--- src/verilog/flash_status_pkg.sv ---
// Constants, types and state record of the flash write-status reporter
package flash_status_pkg;

	localparam int CLOCK_PERIOD_NS = 25;
	// Protected-target poll windows; plain defaults, tune to the array
	localparam int PROT_PROGRAM_POLL_NS = 2000;
	localparam int ALL_PROT_ERASE_POLL_NS = 50000;
	localparam int PROT_PROGRAM_POLL_CYCLES =
		(PROT_PROGRAM_POLL_NS / CLOCK_PERIOD_NS < 1) ? 1 :
		PROT_PROGRAM_POLL_NS / CLOCK_PERIOD_NS;
	localparam int ALL_PROT_ERASE_POLL_CYCLES =
		(ALL_PROT_ERASE_POLL_NS / CLOCK_PERIOD_NS < 1) ? 1 :
		ALL_PROT_ERASE_POLL_NS / CLOCK_PERIOD_NS;
	// Burst clock below this rate counts as slow
	localparam int SLOW_CLOCK_MHZ = 6;
	localparam int SLOW_PERIOD_CYCLES =
		(1000 / CLOCK_PERIOD_NS + SLOW_CLOCK_MHZ - 1) / SLOW_CLOCK_MHZ;
	localparam logic [15:0] SLOW_PERIOD_LAST = 16'(SLOW_PERIOD_CYCLES - 1);
	localparam logic [15:0] PERIOD_SATURATE = 16'hffff;

	localparam logic [5:0] BOUNDARY_ADDR = 6'h3e;
	localparam logic [1:0] THIRD_CLOCK = 2'h2;
	localparam logic [1:0] THIRD_WRAP = 2'h2;

	localparam int POLL_BIT = 7;
	localparam int BANK_TOGGLE_BIT = 6;
	localparam int TIMEOUT_BIT = 5;
	localparam int TIMER_BIT = 3;
	localparam int SECTOR_TOGGLE_BIT = 2;

	typedef enum logic [2:0] {
		OP_IDLE,
		OP_PROGRAM,
		OP_PROT_POLL,
		OP_ERASE_WINDOW,
		OP_ERASE,
		OP_SUSPEND,
		OP_SUSPEND_PROGRAM,
		OP_FAILED
	} op_state_t;

	typedef struct packed {
		logic chipSelN;
		logic outEnN;
		logic writeEnN;
		logic burstClk;
	} pins_t;

	typedef struct packed {
		pins_t pinMeta;
		pins_t pinSync;
		pins_t pinPrev;
		op_state_t op;
		logic eraseKind;
		logic suspendBase;
		logic pendProgram;
		logic pendSectorErase;
		logic pendChipErase;
		logic [15:0] waitCount;
		logic bankToggle;
		logic sectorToggle;
		logic timeoutFail;
		logic windowClosed;
		logic [15:0] busData;
		logic busOeN;
		logic ready;
		logic readyOeN;
		logic [3:0] latency;
		logic [5:0] burstAddr;
		logic boundaryHold;
		logic [15:0] clkPeriod;
		logic slowClock;
		logic [1:0] thirdCount;
	} state_t;

endpackage

--- src/verilog/flash_status_reporter.sv ---
// Write-status reporting and burst ready logic of a NOR flash
//
// Contract
// - Program: poll bit inverted, then true datum
// - Protected program: poll and toggle, then array
// - Erase drives poll zero; done or suspend one
// - All protected erase: poll, toggle, then array
// - Partly protected erase skips protected sectors
// - Poll bit valid from last write rising
// - Final data valid only on following read
// - Ready high means burst data may be taken
// - Ready drops: initial access, 3Eh boundary, slow clock
// - Burst: ready high with output disabled, floats deselected
// - Async mode: ready high selected, floats deselected
// - Busy bank reads invert bank toggle bit
// - Bank toggle valid anywhere in bank, timeout window
// - Suspend program toggles; suspend itself stops toggling (here only the bank toggle stops; sector toggle still flips)
// - Sector toggle only selected sectors, never programming
// - Pulse limit exceeded sets timeout bit
// - Reset command returns to array or suspend read
// - Status only for reads of the busy bank
// - Erase timer bit zero in window, one after
`timescale 1ns/1ps

module flash_status_reporter (
	input wire logic clock,
	input wire logic reset_n,
	input wire logic chipSelN,
	input wire logic outEnN,
	input wire logic writeEnN,
	input wire logic burstClk,
	input wire logic burstMode,
	input wire logic [3:0] initialWait,
	input wire logic [5:0] startAddrLow,
	input wire logic cmdProgram,
	input wire logic cmdSectorErase,
	input wire logic cmdChipErase,
	input wire logic eraseWindowEnd,
	input wire logic cmdSuspend,
	input wire logic cmdResume,
	input wire logic cmdReset,
	input wire logic programDone,
	input wire logic eraseDone,
	input wire logic pulseLimitHit,
	input wire logic targetProtected,
	input wire logic allSelectedProtected,
	input wire logic programDatumMsb,
	input wire logic readBankBusy,
	input wire logic readSectorSelected,
	input wire logic [15:0] arrayData,
	output logic [15:0] busData,
	output logic busOeN,
	output logic ready,
	output logic readyOeN
);

	flash_status_pkg::state_t q;
	flash_status_pkg::state_t next_q;

	logic readActive;
	logic readDone;
	logic weRise;
	logic clkRise;
	logic ceFall;
	logic bankToggles;
	logic sectorToggles;
	logic statusMode;
	logic pollValue;
	logic programBusy;

	always_comb begin
		readActive = !q.pinSync.chipSelN && !q.pinSync.outEnN;
		// A read ends when the output enable or the select rises
		readDone = (q.pinSync.outEnN && !q.pinPrev.outEnN &&
			!q.pinPrev.chipSelN) || (q.pinSync.chipSelN &&
			!q.pinPrev.chipSelN && !q.pinPrev.outEnN);
		weRise = q.pinSync.writeEnN && !q.pinPrev.writeEnN;
		clkRise = q.pinSync.burstClk && !q.pinPrev.burstClk;
		ceFall = !q.pinSync.chipSelN && q.pinPrev.chipSelN;
		programBusy = q.op == flash_status_pkg::OP_PROGRAM ||
			q.op == flash_status_pkg::OP_SUSPEND_PROGRAM;
		bankToggles = programBusy ||
			q.op == flash_status_pkg::OP_PROT_POLL ||
			q.op == flash_status_pkg::OP_ERASE_WINDOW ||
			q.op == flash_status_pkg::OP_ERASE ||
			q.op == flash_status_pkg::OP_FAILED;
		sectorToggles = !programBusy && (q.eraseKind ||
			q.op == flash_status_pkg::OP_SUSPEND) &&
			q.op != flash_status_pkg::OP_IDLE;
		// Unselected sectors of a suspended bank read array data
		statusMode = readBankBusy && q.op != flash_status_pkg::OP_IDLE &&
			!(q.op == flash_status_pkg::OP_SUSPEND &&
			!readSectorSelected);
		if (q.op == flash_status_pkg::OP_SUSPEND) begin
			pollValue = 1'b1;
		end else if (q.eraseKind) begin
			pollValue = 1'b0;
		end else begin
			pollValue = !programDatumMsb;
		end
	end

	always_comb begin
		next_q = q;
		next_q.pinMeta = '{chipSelN, outEnN, writeEnN, burstClk};
		next_q.pinSync = q.pinMeta;
		next_q.pinPrev = q.pinSync;

		case (q.op)
			flash_status_pkg::OP_IDLE,
			flash_status_pkg::OP_SUSPEND: begin
				// Operations start on the last write strobe rising
				if (weRise && q.pendProgram) begin
					next_q.pendProgram = 1'b0;
					next_q.eraseKind = 1'b0;
					next_q.suspendBase =
						q.op == flash_status_pkg::OP_SUSPEND;
					if (targetProtected) begin
						next_q.op = flash_status_pkg::OP_PROT_POLL;
						next_q.waitCount = 16'(
							flash_status_pkg::PROT_PROGRAM_POLL_CYCLES - 1);
					end else if (q.op == flash_status_pkg::OP_SUSPEND) begin
						next_q.op = flash_status_pkg::OP_SUSPEND_PROGRAM;
					end else begin
						next_q.op = flash_status_pkg::OP_PROGRAM;
					end
				end else if (q.op == flash_status_pkg::OP_SUSPEND) begin
					if (cmdResume) begin
						next_q.op = flash_status_pkg::OP_ERASE;
					end
				end else if (weRise &&
					(q.pendSectorErase || q.pendChipErase)) begin
					next_q.pendSectorErase = 1'b0;
					next_q.pendChipErase = 1'b0;
					next_q.eraseKind = 1'b1;
					next_q.suspendBase = 1'b0;
					if (allSelectedProtected) begin
						next_q.op = flash_status_pkg::OP_PROT_POLL;
						next_q.waitCount = 16'(
							flash_status_pkg::ALL_PROT_ERASE_POLL_CYCLES - 1);
					end else if (q.pendSectorErase) begin
						next_q.op = flash_status_pkg::OP_ERASE_WINDOW;
						next_q.windowClosed = 1'b0;
					end else begin
						// Chip erase has no acceptance window
						next_q.op = flash_status_pkg::OP_ERASE;
						next_q.windowClosed = 1'b1;
					end
				end
			end
			flash_status_pkg::OP_PROGRAM,
			flash_status_pkg::OP_SUSPEND_PROGRAM: begin
				if (pulseLimitHit) begin
					next_q.op = flash_status_pkg::OP_FAILED;
					next_q.timeoutFail = 1'b1;
				end else if (programDone) begin
					next_q.op = programBusy && q.suspendBase ?
						flash_status_pkg::OP_SUSPEND :
						flash_status_pkg::OP_IDLE;
					if (q.op == flash_status_pkg::OP_SUSPEND_PROGRAM) begin
						next_q.op = flash_status_pkg::OP_SUSPEND;
						next_q.eraseKind = 1'b1;
					end
				end
			end
			flash_status_pkg::OP_PROT_POLL: begin
				if (q.waitCount == 16'h0000 || cmdReset) begin
					next_q.op = q.suspendBase ?
						flash_status_pkg::OP_SUSPEND :
						flash_status_pkg::OP_IDLE;
					next_q.eraseKind = q.suspendBase;
				end else begin
					next_q.waitCount = q.waitCount - 16'h0001;
				end
			end
			flash_status_pkg::OP_ERASE_WINDOW: begin
				if (pulseLimitHit) begin
					next_q.op = flash_status_pkg::OP_FAILED;
					next_q.timeoutFail = 1'b1;
				end else if (eraseWindowEnd) begin
					next_q.op = flash_status_pkg::OP_ERASE;
					next_q.windowClosed = 1'b1;
				end
			end
			flash_status_pkg::OP_ERASE: begin
				// Once erasing, suspend is the only command heeded
				if (pulseLimitHit) begin
					next_q.op = flash_status_pkg::OP_FAILED;
					next_q.timeoutFail = 1'b1;
				end else if (eraseDone) begin
					next_q.op = flash_status_pkg::OP_IDLE;
					next_q.eraseKind = 1'b0;
				end else if (cmdSuspend) begin
					next_q.op = flash_status_pkg::OP_SUSPEND;
				end
				next_q.pendProgram = 1'b0;
				next_q.pendSectorErase = 1'b0;
				next_q.pendChipErase = 1'b0;
			end
			flash_status_pkg::OP_FAILED: begin
				if (cmdReset) begin
					next_q.op = q.suspendBase ?
						flash_status_pkg::OP_SUSPEND :
						flash_status_pkg::OP_IDLE;
					next_q.eraseKind = q.suspendBase;
					next_q.timeoutFail = 1'b0;
				end
			end
			default: begin
				next_q.op = flash_status_pkg::OP_IDLE;
			end
		endcase

		// Arming after the update: outside OP_ERASE a new command wins over a clear
		if (q.op != flash_status_pkg::OP_ERASE) begin
			if (cmdProgram) begin
				next_q.pendProgram = 1'b1;
			end
			if (cmdSectorErase) begin
				next_q.pendSectorErase = 1'b1;
			end
			if (cmdChipErase) begin
				next_q.pendChipErase = 1'b1;
			end
		end

		if (readDone && readBankBusy && bankToggles) begin
			next_q.bankToggle = !q.bankToggle;
		end
		if (readDone && readBankBusy && readSectorSelected &&
			sectorToggles) begin
			next_q.sectorToggle = !q.sectorToggle;
		end

		// Output word is rebuilt every cycle, so a finished operation
		// shows full array data on the following read
		next_q.busOeN = !readActive;
		if (statusMode) begin
			next_q.busData = 16'h0000;
			next_q.busData[flash_status_pkg::POLL_BIT] = pollValue;
			next_q.busData[flash_status_pkg::BANK_TOGGLE_BIT] = q.bankToggle;
			next_q.busData[flash_status_pkg::TIMEOUT_BIT] = q.timeoutFail;
			next_q.busData[flash_status_pkg::TIMER_BIT] = q.windowClosed;
			next_q.busData[flash_status_pkg::SECTOR_TOGGLE_BIT] =
				q.sectorToggle;
		end else begin
			next_q.busData = arrayData;
		end

		// Burst clock period, measured in system cycles
		if (clkRise) begin
			next_q.clkPeriod = 16'h0000;
			next_q.slowClock = q.clkPeriod >=
				flash_status_pkg::SLOW_PERIOD_LAST;
			next_q.thirdCount = q.thirdCount == flash_status_pkg::THIRD_WRAP
				? 2'h0 : q.thirdCount + 2'h1;
		end else if (q.clkPeriod != flash_status_pkg::PERIOD_SATURATE) begin
			next_q.clkPeriod = q.clkPeriod + 16'h0001;
		end

		if (ceFall) begin
			next_q.latency = initialWait;
			next_q.burstAddr = startAddrLow;
			next_q.boundaryHold = 1'b0;
		end else if (clkRise) begin
			if (q.latency != 4'h0) begin
				next_q.latency = q.latency - 4'h1;
				next_q.boundaryHold = 1'b0;
			end else begin
				next_q.boundaryHold =
					q.burstAddr == flash_status_pkg::BOUNDARY_ADDR;
				next_q.burstAddr = q.burstAddr + 6'h01;
			end
		end

		// Ready is driven low only while selected
		next_q.readyOeN = q.pinSync.chipSelN;
		if (!burstMode || q.pinSync.outEnN) begin
			next_q.ready = 1'b1;
		end else begin
			next_q.ready = next_q.latency == 4'h0 && !next_q.boundaryHold &&
				!(next_q.slowClock &&
				next_q.thirdCount == flash_status_pkg::THIRD_CLOCK);
		end
	end

	always_ff @(posedge clock) begin
		if (!reset_n) begin
			q <= '0;
			q.pinMeta <= '1;
			q.pinSync <= '1;
			q.pinPrev <= '1;
			q.busOeN <= 1'b1;
			q.ready <= 1'b1;
			q.readyOeN <= 1'b1;
		end else begin
			q <= next_q;
		end
	end

	assign busData = q.busData;
	assign busOeN = q.busOeN;
	assign ready = q.ready;
	assign readyOeN = q.readyOeN;
endmodule

--- config.mk ---
export PLATFORM = sky130hd
export DESIGN_NAME = flash_status_reporter
export DESIGN_NICKNAME = d
export VERILOG_FILES = /design/src/verilog/flash_status_pkg.sv /design/src/verilog/flash_status_reporter.sv
export SDC_FILE = /design/constraint.sdc
export NUM_CORES = 1
export LEC_CHECK = 0
export BUFFER_PORTS_ARGS = -buffer_cell sky130_fd_sc_hd__buf_2
export CORE_ASPECT_RATIO = 1.4
export CORE_UTILIZATION = 45
export DETAILED_ROUTE_END_ITERATION = 10
export MAX_ROUTING_LAYER = met4
export PLACE_DENSITY = 0.74
export SKIP_CTS_REPAIR_TIMING = 1
export SKIP_LAST_GASP = 1
export SYNTH_ARGS = -nofsm -noshare
export SYNTH_HDL_FRONTEND = slang
export SYNTH_SLANG_ARGS = --single-unit
export TNS_END_PERCENT = 5
--- constraint.sdc ---
create_clock -name clock -period 2.56 [get_ports clock]
set_clock_uncertainty 0.05 [all_clocks]
set_input_delay 0.512 -clock clock [delete_from_list [all_inputs] [get_ports clock]]
set_output_delay 0.512 -clock clock [all_outputs]
set_load 0.005 [all_outputs]
==> results.ini <==
[status]
status = complete, no violations

[synthesis]
async_flop_share = 0
netlist_top_cells_area = dfxtp_1, a21oi_1, nor2_1, nand2_1, o21ai_0
yosys.area.top_type_share = 0.391
synth_cell_types = 58
netlist_area_um2 = 4510
syn_nets = 595
ys.flop_type = dfxtp_1
yosys_warnings = 0
synth_cells = 540
yosys.area.top_type = dfxtp_1
synth_seq_cells = 88
ys_seq_area_frac = 0.391
synth-edff-count = 0
avgSynthCellArea_um2 = 8.35

[clock_tree]
path_clk_slew_ns = 0.06
worst_skew_pair.late_latency_ns = 0.35
cts-htree-levels = 3
cts_buffer_depth = 2
cts-root-buf = clkbuf_16
cts_buffers = 9
cts.sink_count = 88
cts_tree = done

[place]
dpl.hpwl_um = 7660
numPortBuffers = 66
placed_area_um2 = 4820
gp_congestion = 0.921

[sta]
fmax_ghz = 0.448
period_minus_slack_ns = 2.23
slew_viol_final = 0
rsz0062_at_grt = false
final-hold-violation-count = 0
relSlewSlack = 0.512
setup-tns-final_ns = 0
period_share = 0.873
setup_violations = 0
worst_pin_slew_ns = 0.732

[finish]
area_growth_pct = 14.5
fin_area_um2 = 5160
drive_gt1_frac = 0.196
nNetsFinal = 638
antennaDiodeCount = 0
fin_util = 0.537

[run]
max-cap-violations = 0

[global_routing]
grt_pass1_wl_um = 17600
gr-total-overflow = 0
first_global_vias = 3738
antenna_found_initial = 0
grtUsageTotal = 0.220
grt_max_degree = 35

[critical_path]
critPathCaptureType = flop
crit_fanout = 21
r2r_cells = 5
crit_cells = 5
cp-start-kind = flop
r2r_start = q[76]
r2r_slack_ns = 0.33
crit_top_cell = o21a_1
r2r-end = busData[15]
slowest_delay_ns = 0.72
cp.required_ns = 2.80
worst_path_max_delay_cell = dfxtp_1
crit_buf_inv = 0
crit_type = flop to flop
cp_cell_sequence = nand2_1 > o21a_1 > o21a_1 > nor2_1 > and2_1
arrival_ns = 2.48
path_delay_family = simple AND/OR/NAND/NOR gates

[die]
die_h_um = 120
row_count = 42
die_w_um = 86.6
die_area_um2 = 10400
pin_count = 67
initial_core_util = 0.469
coreArea_um2 = 9620

[power_and_ir_drop]
irDropWorstVdd_v = 0.000630
power.density_nw_per_um2 = 841
p_leak_uw = 0.00206

[drt]
routedLengthMet1_um = 4910
drc = 0
wl_met3_um = 558
vias = 4046
drt-total-wl_um = 10700
firstDrtPassIters = 5
ant_nets = 0
first_iter_violations = 385
vias_per_cell = 5.62
wl_met2_um = 4970
top_layer_used = met4
post_drt_wl_per_cell_um = 14.8

[min_path]
whs_endpoint = next_q[84]
min_path_type = primary input to flop
hold_depth = 2
worstHoldStart = chipSelN

power by group:
group	internal (uW)	total [uW]	switching, uW	leakage, uW
Clock	914	1470	553	0.000166
Combinational	526	1230	705	0.00118
Sequential	1500	1650	149	0.000719
Total	2940	4340	1410	0.00206
per-stage QoR:
step | hold slack, ns | power (uW) | setup slack, ns | cells
floorplan | 0.336 | 2610 | 0.738 | 540
global placement | 0.339 | 2870 | 0.473 | 704
detailed placement | 0.342 | 2890 | 0.334 | 704
CTS | 0.284 | 4360 | 0.323 | 720
global route | 0.291 | 4580 | 0.126 | 720
finish | 0.286 | 4340 | 0.326 | 720
worst max-delay path by stage:
stage,startpoint,slack (ns),endpoint
5_1_grt,q[76],0.13,busData[1]
3_5_place_dp,q[76],0.33,busData[9]
6_report,q[76],0.33,busData[15]
4_1_cts,q[76],0.32,busData[15]
3_3_place_gp,q[76],0.47,q[67]
2_1_floorplan,q[53],0.74,q[59]
kinds of logic after synthesis:
logic type | synth area share
muxes | 0.0222
DFF | 0.391
buffers and inverters | 0.0702
AOI/OAI and AO/OA | 0.191
adders and majority gates | 0.0194
xor gates and xnor gates | 0.0252
and+or+nand+nor | 0.281
per-layer routing:
metal / global-route usage / vias to the layer above
met5: - / -
met4: 0.0938 / 0
met3: 0.0451 / 21
met2: 0.337 / 125
met1: 0.281 / 1891
li1: - / 2009
flip-flops by register name (all words and copies together) (netlist names):
register,cells
busOeN,1
busData,16
ready,1
readyOeN,1
next_q,8
q,61
synthesized netlist by cell type (2+ instances only):
cell type / instances
dfxtp_1: 88
nor2_1: 48
nand2_1: 45
a21oi_1: 37
o21ai_0: 29
nand2b_1: 21
and2_1: 18
buf_4: 18
clkbuf_1: 18
inv_1: 14
nor3_1: 14
or3_1: 13
a211oi_1: 12
nand3_1: 11
mux2i_1: 10
nand4_1: 10
a31oi_1: 8
and3_1: 8
o221a_2: 8
o22ai_1: 8
ha_1: 7
xor2_1: 7
nor2b_1: 6
nor4_1: 6
o211ai_1: 6
xnor2_1: 6
o21a_1: 5
or2_2: 5
or4_1: 5
buf_2: 4
and4_1: 3
buf_6: 3
nand3b_1: 3
nor3b_1: 3
a22oi_1: 2
a311oi_1: 2
and3b_1: 2
buf_1: 2
nor4_4: 2
o21ai_1: 2
o31ai_1: 2
o32a_1: 2
o32ai_1: 2
final cells by class:
| class | count | area (um^2) |
|---|---|---|
| clock buffer | 11 | 253 |
| clock inverter | 5 | 86.3 |
| fill | 895 | 4450 |
| inverter | 14 | 52.6 |
| multi-input combinational | 393 | 2430 |
| sequential | 88 | 1760 |
| tap | 132 | 165 |
| timing repair buffer | 77 | 413 |
cell usage in the layout, fill, tap and decap left out, types with 6 or more instances in the layout:
| cell | count |
|---|---|
| o22ai_1 | 8 |
| ha_1 | 7 |
| a211oi_1 | 12 |
| nand3_1 | 11 |
| clkbuf_16 | 9 |
| nor2_1 | 48 |
| or3_1 | 13 |
| xnor2_1 | 6 |
| and2_1 | 18 |
| o221a_2 | 8 |
| o21ai_0 | 29 |
| a31oi_1 | 8 |
| nor2b_1 | 6 |
| nor3_1 | 14 |
| nand2_1 | 45 |
| mux2i_1 | 10 |
| buf_4 | 11 |
| o211ai_1 | 6 |
| nand4_1 | 10 |
| inv_1 | 14 |
| buf_2 | 66 |
| and3_1 | 8 |
| nand2b_1 | 21 |
| nor4_1 | 6 |
| xor2_1 | 7 |
| dfxtp_1 | 88 |
| a21oi_1 | 37 |
Power figures use the tool's default switching activity.
